File: src/common/gla_pkg.sv
// Package: register indices, field positions, reset values and bus types
package gla_pkg;

  // Register select codes on the processor register port
  localparam logic [2:0] REG_AUX_CMD   = 3'h3;
  localparam logic [2:0] REG_ADDR      = 3'h4;
  localparam logic [2:0] REG_SRQ       = 3'h5;
  localparam logic [2:0] REG_SNOOP_PP  = 3'h6;
  localparam logic [2:0] REG_DATA      = 3'h7;

  // Address register fields
  localparam int ADDR_LO     = 0;
  localparam int ADDR_W      = 5;
  localparam int TALK_DIS    = 5;
  localparam int LISTEN_DIS  = 6;
  localparam int ADJ_EN      = 7;

  // Serial poll register fields
  localparam int RSV_BIT     = 6;

  // Auxiliary command fields
  localparam int AUX_ULPA    = 1;
  localparam int AUX_RFDR    = 6;
  localparam int AUX_RESET   = 7;

  // Address mode fields, held outside this block and given as hold inputs
  localparam int MODE_HOLD_END = 3;
  localparam int MODE_HOLD_ALL = 2;

  // Reset values
  localparam logic [7:0] ADDR_RST   = 8'h00;
  localparam logic [7:0] BYTE_RST   = 8'h00;

  // Address status views
  localparam logic [7:0] ASTAT_LADS = 8'h90;
  localparam logic [7:0] ASTAT_LACS = 8'h04;
  localparam logic [7:0] ASTAT_IDLE = 8'h00;

  // Command group codes: listen group 001xxxxx, talk group 010xxxxx
  localparam logic [2:0] LISTEN_GRP = 3'h1;
  localparam logic [2:0] TALK_GRP   = 3'h2;

  // Processor side register access
  typedef struct packed {
    logic       sel;
    logic       rd_nwr;
    logic [2:0] rs;
    logic [7:0] wdata;
  } gla_cpu_req_t;

  // Bus management and data lines, true = asserted
  typedef struct packed {
    logic       atn;
    logic       eoi;
    logic       dav;
    logic [7:0] dio;
  } gla_bus_in_t;

  typedef enum logic [2:0] {
    LST_IDLE   = 3'b001,
    LST_ADDR   = 3'b010,
    LST_ACTIVE = 3'b100
  } gla_lstate_t;

endpackage

File: src/hw/gla_listener_regs.sv
// Address, poll and data registers with primary and dual address listener
`timescale 1ns/100ps
module gla_listener_regs (
  input  wire logic                 clk_i,
  input  wire logic                 nrst_i,
  input  wire logic                 ce_i,
  input  wire gla_pkg::gla_cpu_req_t cpu_i,
  input  wire gla_pkg::gla_bus_in_t bus_i,
  input  wire logic                 spas_i,
  input  wire logic                 all_accepted_i,
  input  wire logic                 hold_on_end_i,
  input  wire logic                 hold_on_all_i,
  output logic [7:0]                rdata_o,
  output logic                      srq_n_o,
  output logic [7:0]                dio_o,
  output logic                      dio_oe_o,
  output logic                      dac_hold_o,
  output logic                      rfd_hold_o,
  output logic                      byte_in_flag_o,
  output logic                      byte_out_flag_o,
  output logic                      end_received_flag_o,
  output logic [7:0]                address_state_view_o,
  output logic                      talker_enable_o,
  output logic                      talk_addressed_o
);
  import gla_pkg::*;

  logic [7:0]  device_address_config;
  logic [7:0]  service_request_status;
  logic        service_request_pending;
  logic [7:0]  parallel_poll_response;
  logic [7:0]  received_byte;
  logic [7:0]  transmit_byte;
  logic        soft_reset;
  logic        ready_release_strobe;
  logic        addr_lsb;
  logic        dav_q;
  logic        read_pending;
  gla_lstate_t lstate;
  gla_lstate_t next_lstate;
  logic [7:0]  next_rdata;

  // Decode
  wire wr        = ce_i && cpu_i.sel && !cpu_i.rd_nwr;
  wire rd        = ce_i && cpu_i.sel &&  cpu_i.rd_nwr;
  wire wr_aux    = wr && cpu_i.rs == REG_AUX_CMD;
  wire wr_addr   = wr && cpu_i.rs == REG_ADDR;
  wire wr_srq    = wr && cpu_i.rs == REG_SRQ && !soft_reset;
  wire wr_pp     = wr && cpu_i.rs == REG_SNOOP_PP && !soft_reset;
  wire wr_dout   = wr && cpu_i.rs == REG_DATA && !soft_reset;
  wire rd_din    = rd && cpu_i.rs == REG_DATA;
  wire dav_rise  = bus_i.dav && !dav_q;

  // Address match; LSB ignored in dual address mode
  wire [4:0] my_addr  = device_address_config[ADDR_LO +: ADDR_W];
  wire [4:0] lsb_mask = {4'hf, !device_address_config[ADJ_EN]};
  wire addr_hit = ((bus_i.dio[4:0] ^ my_addr) & lsb_mask) == 5'h00;
  wire cmd_byte = bus_i.atn && dav_rise;
  wire mla = cmd_byte && bus_i.dio[7:5] == {1'b0, LISTEN_GRP[1:0]}
             && addr_hit && !device_address_config[LISTEN_DIS];
  wire mta = cmd_byte && bus_i.dio[7:5] == {1'b0, TALK_GRP[1:0]}
             && addr_hit && !device_address_config[TALK_DIS];
  wire unl = cmd_byte && bus_i.dio[6:0] == 7'h3f;
  wire data_byte = !bus_i.atn && dav_rise && lstate == LST_ACTIVE;

  // Poll guard: a low write to the request bit is refused during a poll
  wire rsv_new = (spas_i && !cpu_i.wdata[RSV_BIT])
                 ? service_request_status[RSV_BIT]
                 : cpu_i.wdata[RSV_BIT];

  always_comb begin
    next_lstate = lstate;
    case (lstate)
      LST_IDLE:   if (mla) next_lstate = LST_ADDR;
      // Unlisten must also drop an addressed listener, not only an active one
      LST_ADDR: begin
        if (unl) next_lstate = LST_IDLE;
        else if (!bus_i.atn) next_lstate = LST_ACTIVE;
      end
      LST_ACTIVE: if (unl) next_lstate = LST_IDLE;
      default:    next_lstate = LST_IDLE;
    endcase
    if (device_address_config[LISTEN_DIS] || soft_reset) begin
      next_lstate = LST_IDLE;
    end
  end

  assign next_rdata =
    (cpu_i.rs == REG_AUX_CMD)  ? {soft_reset, 5'h00, addr_lsb, 1'b0} :
    (cpu_i.rs == REG_SRQ)      ? {service_request_status[7],
                                  service_request_pending,
                                  service_request_status[5:0]} :
    (cpu_i.rs == REG_SNOOP_PP) ? bus_i.dio :
    (cpu_i.rs == REG_DATA)     ? received_byte : 8'h00;

  always_ff @(posedge clk_i) begin
    if (!nrst_i) begin
      device_address_config <= ADDR_RST;
      soft_reset <= 1'b1;
    end else if (ce_i) begin
      if (wr_addr) device_address_config <= cpu_i.wdata;
      if (wr_aux)  soft_reset <= cpu_i.wdata[AUX_RESET];
    end
  end

  // Serial poll and parallel poll registers
  always_ff @(posedge clk_i) begin
    if (!nrst_i || (ce_i && soft_reset)) begin
      service_request_status  <= BYTE_RST;
      service_request_pending <= 1'b0;
      parallel_poll_response  <= BYTE_RST;
    end else if (ce_i) begin
      if (wr_srq) begin
        service_request_status <= {cpu_i.wdata[7], rsv_new,
                                   cpu_i.wdata[5:0]};
      end
      // A fresh request wins over the poll clear in the same cycle
      if (wr_srq && rsv_new && !service_request_status[RSV_BIT])
        service_request_pending <= 1'b1;
      else if (spas_i || (wr_srq && !rsv_new))
        service_request_pending <= 1'b0;
      if (wr_pp) parallel_poll_response <= cpu_i.wdata;
    end
  end

  // Listener, handshake holds and flags
  always_ff @(posedge clk_i) begin
    if (!nrst_i) begin
      lstate               <= LST_IDLE;
      dav_q                <= 1'b0;
      received_byte        <= BYTE_RST;
      transmit_byte        <= BYTE_RST;
      byte_in_flag_o       <= 1'b0;
      byte_out_flag_o      <= 1'b0;
      end_received_flag_o  <= 1'b0;
      dac_hold_o           <= 1'b0;
      rfd_hold_o           <= 1'b0;
      read_pending         <= 1'b0;
      ready_release_strobe <= 1'b0;
      addr_lsb             <= 1'b0;
    end else if (ce_i) begin
      lstate <= next_lstate;
      dav_q  <= bus_i.dav;
      if (mla || mta) addr_lsb <= bus_i.dio[0];
      if (data_byte) begin
        received_byte  <= bus_i.dio;
        dac_hold_o     <= 1'b1;
        byte_in_flag_o <= 1'b1;
        if (hold_on_all_i || (hold_on_end_i && bus_i.eoi))
          rfd_hold_o <= 1'b1;
      end else if (rd_din) begin
        byte_in_flag_o <= 1'b0;
        read_pending   <= 1'b1;
      end
      // Release one cycle later so the read cycle has ended first
      if (read_pending && !data_byte) begin
        dac_hold_o   <= 1'b0;
        read_pending <= 1'b0;
      end
      if (data_byte && bus_i.eoi)
        end_received_flag_o <= 1'b1;
      else if (!bus_i.eoi || bus_i.atn)
        end_received_flag_o <= 1'b0;
      ready_release_strobe <= wr_aux && cpu_i.wdata[AUX_RFDR]
                              && !soft_reset;
      if (ready_release_strobe && !data_byte)
        rfd_hold_o <= 1'b0;
      if (wr_dout) begin
        transmit_byte   <= cpu_i.wdata;
        byte_out_flag_o <= 1'b0;
      end else if (all_accepted_i) begin
        byte_out_flag_o <= 1'b1;
      end
    end
  end

  // Registered outputs
  always_ff @(posedge clk_i) begin
    if (!nrst_i) begin
      rdata_o              <= 8'h00;
      srq_n_o              <= 1'b1;
      dio_o                <= 8'h00;
      dio_oe_o             <= 1'b0;
      address_state_view_o <= ASTAT_IDLE;
      talker_enable_o      <= 1'b0;
      talk_addressed_o     <= 1'b0;
    end else if (ce_i) begin
      if (rd) rdata_o <= next_rdata;
      srq_n_o <= !service_request_status[RSV_BIT];
      // Poll response, otherwise outgoing data byte
      if (bus_i.eoi && bus_i.atn) begin
        dio_o    <= parallel_poll_response;
        dio_oe_o <= 1'b1;
      end else begin
        dio_o    <= transmit_byte;
        dio_oe_o <= 1'b0;
      end
      case (next_lstate)
        LST_ADDR:   address_state_view_o <= ASTAT_LADS;
        LST_ACTIVE: address_state_view_o <= ASTAT_LACS;
        default:    address_state_view_o <= ASTAT_IDLE;
      endcase
      talker_enable_o <= !device_address_config[TALK_DIS];
      if (device_address_config[TALK_DIS] || soft_reset)
        talk_addressed_o <= 1'b0;
      else if (mta)
        talk_addressed_o <= 1'b1;
      else if (cmd_byte && bus_i.dio[6:0] == 7'h5f)
        talk_addressed_o <= 1'b0;
    end
  end

endmodule // gla_listener_regs

File: config.mk
export PLATFORM = sky130hd
export DESIGN_NAME = gla_listener_regs
export DESIGN_NICKNAME = d
export VERILOG_FILES = /design/src/common/gla_pkg.sv /design/src/hw/gla_listener_regs.sv
export SDC_FILE = /design/constraint.sdc
export NUM_CORES = 1
export LEC_CHECK = 0
export BUFFER_PORTS_ARGS = -buffer_cell sky130_fd_sc_hd__clkbuf_2
export CAP_MARGIN = 25
export CORE_MARGIN = 1.5
export CORE_UTILIZATION = 47
export CTS_CLUSTER_DIAMETER = 150
export DETAILED_ROUTE_END_ITERATION = 12
export PLACE_DENSITY = 0.67
export SYNTH_ARGS = -nofsm -noshare
export SYNTH_HDL_FRONTEND = slang
export SYNTH_SLANG_ARGS = --single-unit
File: constraint.sdc
create_clock -name clk_i -period 5.75 [get_ports clk_i]
set_clock_uncertainty 0.1 [all_clocks]
set_input_delay 0.2875 -clock clk_i [delete_from_list [all_inputs] [get_ports clk_i]]
set_output_delay 0.2875 -clock clk_i [all_outputs]
set_load 0.1 [all_outputs]
==> reports/qor.yml, run 1 <==
clock_tree:
  numCtsBuffers: 9
  clock_sinks: 76
  hold_buffers: 0
  htreeDepth: 3
  ctsResizeCount: 0
  cts_root_buffer: "clkbuf_8"
  clk_latency_ps: 360
  clk_path_buf_depth: 2
  tritoncts: "done"
  post-cts-setup-buffers: 0
  path_clk_slew_ps: 90
power_and_ir_drop:
  p_leak_nw: 1.74
  p_per_area_nw_per_um2: 267
  ir_worst_vdd_mv: 0.118
grt:
  met3_usage_pct: 4.76
  track_usage_pct: 22.3
  grt_busiest_layer: "met2"
  antenna_found_initial: 0
  grt_overflow_total: 0
  grtUsageMet2_pct: 35.7
  grt_pass1_vias: 2637
  grtUsageMet1_pct: 29.1
  grt_max_degree: 46
  grt_pass1_wl_um: 13100
setup_path:
  cp-start-kind: "input port"
  worstPathArrival_ps: 2630
  crit_family: "buffers and inverters"
  cp_max_fo: 38
  endpoint_kind: "flip-flop"
  r2r_slack_ps: 3660
  critPathSlowestCell: "or4_1"
  slowest_delay_ps: 960
  critical_path_required_ps: 5910
  crit_buf_inv: 2
  critPathKind: "input port to flip-flop"
  path_cells: "clkbuf_2 > inv_1 > or4_1 > a221oi_1"
synthesis:
  synth-simple-area-share_pct: 21.8
  muxShareOfSynthArea_pct: 13.6
  synth_top_area_share_pct: 44.2
  synthCells: 383
  yosys_register_bits: 76
  ys_types: 56
  synth_edf_count: 0
  netlist_area_um2: 3450
  synth_seq_area_share_pct: 44.2
  synth_adder_area_share_pct: 0
  yosys.area.top_type: "dfxtp_1"
  async_flop_share_pct: 0
  ys.flop_type: "dfxtp_1"
  yosysWarningCount: 0
  synth-compound-area-share_pct: 13.2
  netlist_top_cells_area: "dfxtp_1, mux2i_1, nor2_1, nand2_1, a311oi_1"
  synth_top_family_by_area: "simple AND/OR/NAND/NOR gates"
  avgSynthCellArea_um2: 9.00
  synth_xor_area_share_pct: 1.78
timing:
  post-route-min-period_ps: 2460
  fin_setup_tns_ps: 0
  fmax_mhz: 406
  setup_violations: 0
  maxSlewViolCount: 0
  finalCritPeriodShare_pct: 42.8
  hold_violations: 0
  rsz0062_at_grt: "false"
  slew-limit-headroom_pct: 47.0
  tightest_slew_ps: 795
detailed_routing:
  first_pass_iters: 4
  drtIter0Drc: 176
  drcViolationCount: 0
  ant_nets: 0
  vias_per_cell: 5.56
  wire_per_inst_um: 15.5
  drt_wl_total_um: 8180
  vias: 2929
place:
  place.detailed.hpwl_um: 5680
  gp_congestion: 0.851
  placedCellCount: 511
  numPortBuffers: 58
floorplan:
  fp-row-count: 31
  coreArea_um2: 7180
  die_w_um: 88.6
  initial_utilization_pct: 48.0
  die-height_um: 88.6
  dieArea_um2: 7850
  ios: 64
cells_and_area:
  layout.nets: 454
  final_cells: 527
  finish.utilization_pct: 54.3
  drive_gt1_share_pct: 19.6
  antennaDiodeCount: 0
  nFillCells: 678
  syn_to_final_growth_pct: 13.1
min_path:
  hold_class: "input port to flip-flop"
run:
  maxCapViolations: 0
outcome:
  status: "finished, final reports clean"
-- worst reg2reg max path, stage by stage, from the launching register on --
cell,delay [ps]
dfxtp_1,390
or2_1,260
or4_1,860
a221oi_1,390
-- synth_stat cells, drive strengths merged (6+ instances only) --
| cell | number |
|---|---|
| a21oi | 14 |
| a22oi | 6 |
| a311oi | 10 |
| and2 | 6 |
| buf | 11 |
| clkbuf | 22 |
| dfxtp | 76 |
| inv | 7 |
| mux2 | 6 |
| mux2i | 40 |
| nand2 | 32 |
| nand2b | 8 |
| nand3 | 12 |
| nor2 | 52 |
| o21ai | 10 |
-- per-stage QoR --
| step | hold WS, ps | setup slack [ps] | area (um2) | power (mW) |
|---|---|---|---|---|
| 2_1_floorplan | 324 | 3860 | 3460 | 0.640 |
| 3_3_place_gp | 352 | 3050 | 3720 | 0.671 |
| 4_1_cts | 119 | 3360 | 3900 | 1.05 |
| 5_1_grt | 135 | 3160 | 3900 | 1.08 |
| 6_report | 116 | 3290 | 3900 | 1.04 |
| 3_5_place_dp | 350 | 2970 | 3720 | 0.671 |
-- kinds of logic (layout without fill, tap and decap cells) --
| kind of cell | count (synthesis) | in the layout |
|---|---|---|
| AO/OA/AOI/OAI | 65 | 65 |
| XOR/XNOR | 7 | 7 |
| buffers and inverters | 40 | 81 |
| flip-flops | 76 | 76 |
| multiplexers | 46 | 46 |
| other | 1 | 5 |
| AND/OR/NAND/NOR | 148 | 148 |
-- path summary, 6_finish.rpt --
path,cells after the start,endpoint,startpoint
min,3,received_byte[7],bus_i[7]
max reg2reg,3,end_received_flag_o,lstate[0]
min reg2reg,2,rdata_o[7],rdata_o[7]
max,4,end_received_flag_o,ce_i
-- routing by layer --
| layer | part of all wire (%) | vias to the layer above |
|---|---|---|
| met3 | 4.3 | 11 |
| met4 | 1.7 | 0 |
| met2 | 48 | 75 |
| met1 | 46 | 1420 |
| met5 | 0 | - |
| li1 | - | 1423 |
-- flip-flops by register name (all words and copies together) (netlist names), 2 cells and up --
signal	count
transmit_byte	8
address_state_view_o	2
dio_o	8
rdata_o	8
service_request_status	8
received_byte	8
device_address_config	8
lstate	3
parallel_poll_response	8
-- cell usage in the layout (no fill, tap or decap), drive strengths merged, types with 6 or more instances in the layout --
cell and instances:
nor2 52, dfxtp 76, o21ai 10, a311oi 10
mux2i 40, nand2 32, a22oi 6, clkbuf 67
a21oi 14, nand2b 8, inv 11, mux2 6
and2 6, nand3 12
-- layout make-up --
class / count / area (um2) / share of cell area, %
clock buffer: 9 / 124 / 3.18
tap: 99 / 124 / 3.18
sequential: 76 / 1520 / 39.0
multi-input combinational: 271 / 1750 / 45.0
inverter: 7 / 26.3 / 0.674
clock inverter: 7 / 58.8 / 1.51
timing repair buffer: 58 / 290 / 7.45
-- report_power, final --
part	internal, mW	switching, mW	total, mW
combinational	0.0264	0.0980	0.124
sequential	0.532	0.00325	0.535
clock	0.164	0.218	0.382
Power figures use the tool's default switching activity.
==> inputs of run 2 (changes only) <==
- clock period: 5.75 -> 2.5 ns (I/O delays scaled with it)
==> reports/qor.yml, run 2 (synthesized netlist as in run 1, its figures left out) <==
outcome:
  status: "finished, final reports clean"
setup_path:
  r2r_cells: 5  # +2
  endpoint_kind: "flip-flop"
  critPathSlowestCell: "dlygate4sd3_1"
  cp-start-kind: "flip-flop"
  worstPathArrival_ps: 2360  # -270 ps
  reg2reg_from: "soft_reset"
  cp_max_fo: 10  # -74%
  rr_endpoint: "service_request_status[6]"
  critical_path_required_ps: 2650  # -3260 ps
  critPathKind: "flip-flop to flip-flop"
  r2r_slack_ps: 300  # -3360 ps
  slowest_delay_ps: 580  # -380 ps
  cp-startpoint: "soft_reset"
  path_cells: "and4bb_2 > nand3_2 > o21ai_1 > a21oi_1 > dlygate4sd3_1"
clock_tree:
  clock_sinks: 76  # unchanged
  numCtsBuffers: 9  # unchanged
  clk_path_buf_depth: 2  # unchanged
  clk_latency_ps: 350  # about the same
  cts_root_buffer: "clkbuf_8"
  tritoncts: "done"
  path_clk_slew_ps: 90  # about the same
  htreeDepth: 3  # unchanged
timing:
  finalCritPeriodShare_pct: 88.1
  tightest_slew_ps: 807  # +12.5 ps
  slew-limit-headroom_pct: 46.1  # -0.91 points
  setup_violations: 0  # unchanged
  rsz0062_at_grt: "false"
  fmax_mhz: 454
  fin_setup_tns_ps: 0  # unchanged
  hold_ws_ps: 15.7  # -101 ps
  maxSlewViolCount: 0  # unchanged
  post-route-min-period_ps: 2200
  hold_violations: 0  # unchanged
cells_and_area:
  layout.nets: 476  # +4.8%
  final_common_cell: "dfxtp_1"
  finish.utilization_pct: 57.7  # +3.3 points
  syn_to_final_growth_pct: 20.1
  antennaDiodeCount: 0  # unchanged
  nFillCells: 665  # -1.9%
  multiInputGateArea_um2: 1760  # +0.29%
  drive_gt1_share_pct: 19.8  # +0.15 points
  final_cell_mix: "dfxtp_1, clkbuf_2, nor2_1"
  regArea_um2: 1520  # unchanged
floorplan:
  dieArea_um2: 7850  # unchanged
  die-height_um: 88.6  # unchanged
  die_w_um: 88.6  # unchanged
  fp-row-count: 31  # unchanged
  ios: 64  # unchanged
  initial_utilization_pct: 48.0  # unchanged
  coreArea_um2: 7180  # unchanged
place:
  place.detailed.hpwl_um: 5810  # +2.2%
  gp_congestion: 0.860  # +1.1%
  numPortBuffers: 58  # unchanged
grt:
  antenna_found_initial: 0  # unchanged
  grt_pass1_vias: 2716  # +3.0%
  grt_overflow_total: 0  # unchanged
  grt_pass1_wl_um: 13300  # +1.5%
  grt_max_degree: 46  # unchanged
  track_usage_pct: 22.6  # +0.38 points
power_and_ir_drop:
  combPwrFrac_pct: 12.4  # +0.5 points
  p_seq_share_pct: 48.8  # -2.6 points
  intPower_mw: 1.80  # +150%
  ir_worst_vdd_mv: 0.363  # +210%
  switching_power_uw: 722  # +130%
  clkPwrFrac_pct: 38.8  # +2.1 points
  switching_share_pct: 28.6  # -2.1 points
  p_leak_nw: 1.84  # +5.8%
  p_per_area_nw_per_um2: 609  # +130%
  power_mw: 2.52  # +140%
detailed_routing:
  wire_per_inst_um: 15.5  # -0.12%
  drtIter0Drc: 160  # -9.1%
  vias_per_cell: 5.34  # -3.9%
  ant_nets: 0  # unchanged
  first_pass_iters: 4  # unchanged
  drt_wl_total_um: 8520  # +4.0%
  drcViolationCount: 0  # unchanged
  vias: 2931  # +0.068%
min_path:
  hold_class: "input port to flip-flop"
  hold_path_depth: 3  # unchanged
  whs_endpoint: "transmit_byte[3]"
  worstHoldStart: "cpu_i[3]"
run:
  maxCapViolations: 0  # unchanged
run 2: cell types whose count changed in the layout (fill, tap and decap cells not counted):
| cell | before | now |
|---|---|---|
| buf_4 | 0 | 4 |
| bufinv_16 | 0 | 1 |
| clkbuf_8 | 9 | 10 |
| clkinv_2 | 1 | 0 |
| clkinv_4 | 1 | 0 |
| clkinvlp_4 | 1 | 3 |
| dlygate4sd3_1 | 0 | 18 |
| inv_6 | 3 | 2 |
| inv_8 | 1 | 0 |
| nand3_1 | 12 | 11 |
| nand3_2 | 0 | 1 |
run 2: critical path, delay by kind of cell, from the launching register on:
| family | cells | cell delay, ps |
|---|---|---|
| flip-flops | 1 | 400 |
| AO/OA/AOI/OAI | 2 | 320 |
| buffers and inverters | 1 | 580 |
| AND/OR/NAND/NOR | 2 | 710 |
run 2: final cells by class:
cell class	instances	area share, %
multi-input combinational	271	42.5
clock buffer	10	3.33
inverter	7	0.635
tap	99	2.99
sequential	76	36.8
clock inverter	6	1.69
timing repair buffer	80	12.1
run 2: per-stage QoR:
stage          setup WS [ps]  instances  area [um2]
2_1_floorplan            606        387        3460
3_3_place_gp             494        515        3750
3_5_place_dp             435        515        3750
4_1_cts                 80.6        549        4130
5_1_grt                  159        549        4140
6_report                 297        549        4140
run 2: how the worst max path moves through the flow:
stage                                      to  slack, ps  cells past startpoint
floorplan                           lstate[1]        610                      4
global placement          end_received_flag_o        490                      3
detailed placement        end_received_flag_o        440                      3
CTS                 service_request_status[6]         80                      5
global route        service_request_status[6]        160                      5
finish              service_request_status[6]        300                      5
run 2: layer usage:
metal / track usage [%] / routed length, um / share of wire (%) / up-vias
met5: 0 / 0 / 0 / -
met4: 9.52 / 179 / 2.1 / 0
met3: 5.13 / 339 / 4.0 / 13
met2: 36.8 / 4150 / 49 / 67
met1: 29.0 / 3850 / 45 / 1391
li1: - / - / - / 1460
run 2: power by group through the flow:
stage | Combinational, mW | Sequential [mW] | Clock (mW)
global placement | 0.288 | 1.26 | 0
global route | 0.333 | 1.23 | 1.04
floorplan | 0.135 | 1.34 | 0
CTS | 0.312 | 1.23 | 0.995
finish | 0.313 | 1.23 | 0.978
detailed placement | 0.291 | 1.26 | 0
run 2: repair_timing:
item	4_1_cts	5_1_grt
gates resized for setup	0	1
endpoints found under the hold margin	28	0
hold buffers	18	0
setup buffers	0	0
endpoints found under the setup margin	0	1
==> inputs of run 3 (changes only) <==
- GPL_TIMING_DRIVEN: unset -> 0
==> reports/qor.yml, run 3 (synthesized netlist as in run 1, its figures left out) <==
place:
  numPortBuffers: 56  # -3.4%
  place.detailed.hpwl_um: 6610  # +14%
  gp_congestion: 0.904  # +5.1%
  post-place-ws_ps: 439  # +3.39 ps
cells_and_area:
  antennaDiodeCount: 0  # unchanged
  final_cell_mix: "dfxtp_1, clkbuf_2, nor2_1"
  final_common_cell: "dfxtp_1"
  drive_gt1_share_pct: 19.4  # -0.36 points
  layout.nets: 505  # +6.1%
  finish.utilization_pct: 59.2  # +1.5 points
  syn_to_final_growth_pct: 23.2
detailed_routing:
  drt_wl_total_um: 9260  # +8.8%
  first_pass_iters: 5  # +1
  ant_nets: 0  # unchanged
  wire_per_inst_um: 16.0  # +3.3%
  drcViolationCount: 0  # unchanged
  vias: 3109  # +6.1%
  drtIter0Drc: 168  # +5.0%
  vias_per_cell: 5.38  # +0.75%
floorplan:
  dieArea_um2: 7850  # unchanged
  initial_utilization_pct: 48.0  # unchanged
  fp-row-count: 31  # unchanged
  ios: 64  # unchanged
  die-height_um: 88.6  # unchanged
  coreArea_um2: 7180  # unchanged
  die_w_um: 88.6  # unchanged
timing:
  fmax_mhz: 469  # +3.3%
  post-route-min-period_ps: 2130  # -70.3 ps
  finalCritPeriodShare_pct: 85.3  # -2.8 points
  rsz0062_at_grt: "false"
  slew-limit-headroom_pct: 57.1  # +11 points
  maxSlewViolCount: 0  # unchanged
  hold_violations: 0  # unchanged
  hold_ws_ps: 15.1  # -0.592 ps
  tightest_slew_ps: 644  # -163 ps
  finalWorstSetupSlack_ps: 367  # +70.3 ps
  fin_setup_tns_ps: 0  # unchanged
  setup_violations: 0  # unchanged
setup_path:
  cp-endpoint: "lstate[1]"
  r2r_slack_ps: 430  # +130 ps
  cp-start-kind: "input port"
  worstPathArrival_ps: 2300  # -60 ps
  rr_endpoint: "end_received_flag_o"
  critical_path_required_ps: 2670  # +20 ps
  cp_max_fo: 5  # -5
  cp-startpoint: "bus_i[7]"
  r2r_cells: 6  # +1
  endpoint_kind: "flip-flop"
  critPathKind: "input port to flip-flop"
  reg2reg_from: "lstate[0]"
clock_tree:
  clk_latency_ps: 360  # about the same
  post-cts-setup-buffers: 0  # unchanged
  cts_root_buffer: "clkbuf_8"
  numCtsBuffers: 9  # unchanged
  clk_path_buf_depth: 2  # unchanged
  path_clk_slew_ps: 90  # about the same
  htreeDepth: 3  # unchanged
  ctsResizeCount: 0  # unchanged
  clock_sinks: 76  # unchanged
  tritoncts: "done"
  hold_buffers: 20  # +2
grt:
  grt_pass1_vias: 2741  # +0.92%
  grt_pass1_wl_um: 13800  # +3.4%
  grt_overflow_total: 0  # unchanged
  track_usage_pct: 24.0  # +1.3 points
  antenna_found_initial: 0  # unchanged
  grt_max_degree: 16  # -65%
power_and_ir_drop:
  power_mw: 2.44  # -3.1%
  ir_worst_vdd_mv: 0.258  # -29%
  p_leak_nw: 1.88  # +2.4%
  p_per_area_nw_per_um2: 576  # -5.5%
run:
  maxCapViolations: 0  # unchanged
min_path:
  worstHoldStart: "bus_i[2]"
  hold_class: "input port to flip-flop"
outcome:
  status: "finished, final reports clean"
[run 3: cell types whose count changed in the layout (fill, tap and decap cells not counted), sizes merged]
cell / delta
dlygate4sd3: +2
clkinvlp: -1
clkbuf: +19
inv: +1
clkinv: +2
bufinv: -1
buf: +7
[run 3: how the worst min path moves through the flow]
| stage | to | slack (ps) | cells after the start |
|---|---|---|---|
| 2_1_floorplan | addr_lsb | 160 | 2 |
| 3_3_place_gp | received_byte[7] | 310 | 3 |
| 3_5_place_dp | received_byte[7] | 340 | 3 |
| 4_1_cts | received_byte[2] | 7 | 3 |
| 5_1_grt | service_request_status[6] | 30 | 3 |
| 6_report | received_byte[2] | 20 | 3 |
[run 3: per-layer routing]
layer	GRT usage [%]	vias to the layer above	share of wire [%]
met5	0	-	0
met2	37.4	100	47
met3	4.10	23	4.8
met4	13.8	0	3.5
li1	-	1529	-
met1	31.3	1457	44
[run 3: worst max-delay path: stages]
cell	delay (ps)
dlygate4sd3_1	550
clkbuf_2	140
nand2b_1	140
or4_4	550
or4_4	520
a311oi_1	270
[run 3: layout make-up]
type	instances	area, um2
fillers	671	2930
well taps	99	124
flip-flops and latches	76	1520
multi-input cells	271	1750
repair buffers	76	480
clock inverters	7	57.6
clock buffers	9	124
inverters	7	26.3
plain buffers	33	159
[run 3: per-stage QoR]
stage / instance area [um2] / instances
2_1_floorplan: 3460 / 387
3_3_place_gp: 3860 / 542
3_5_place_dp: 3860 / 542
4_1_cts: 4250 / 578
5_1_grt: 4250 / 578
6_report: 4250 / 578
[run 3: power by group]
part           internal [mW]  switching (mW)  leakage, nW
clock network          0.374           0.508       0.0881
registers               1.22         0.00817        0.615
logic                 0.0914           0.240         1.18
total                   1.69           0.756         1.88
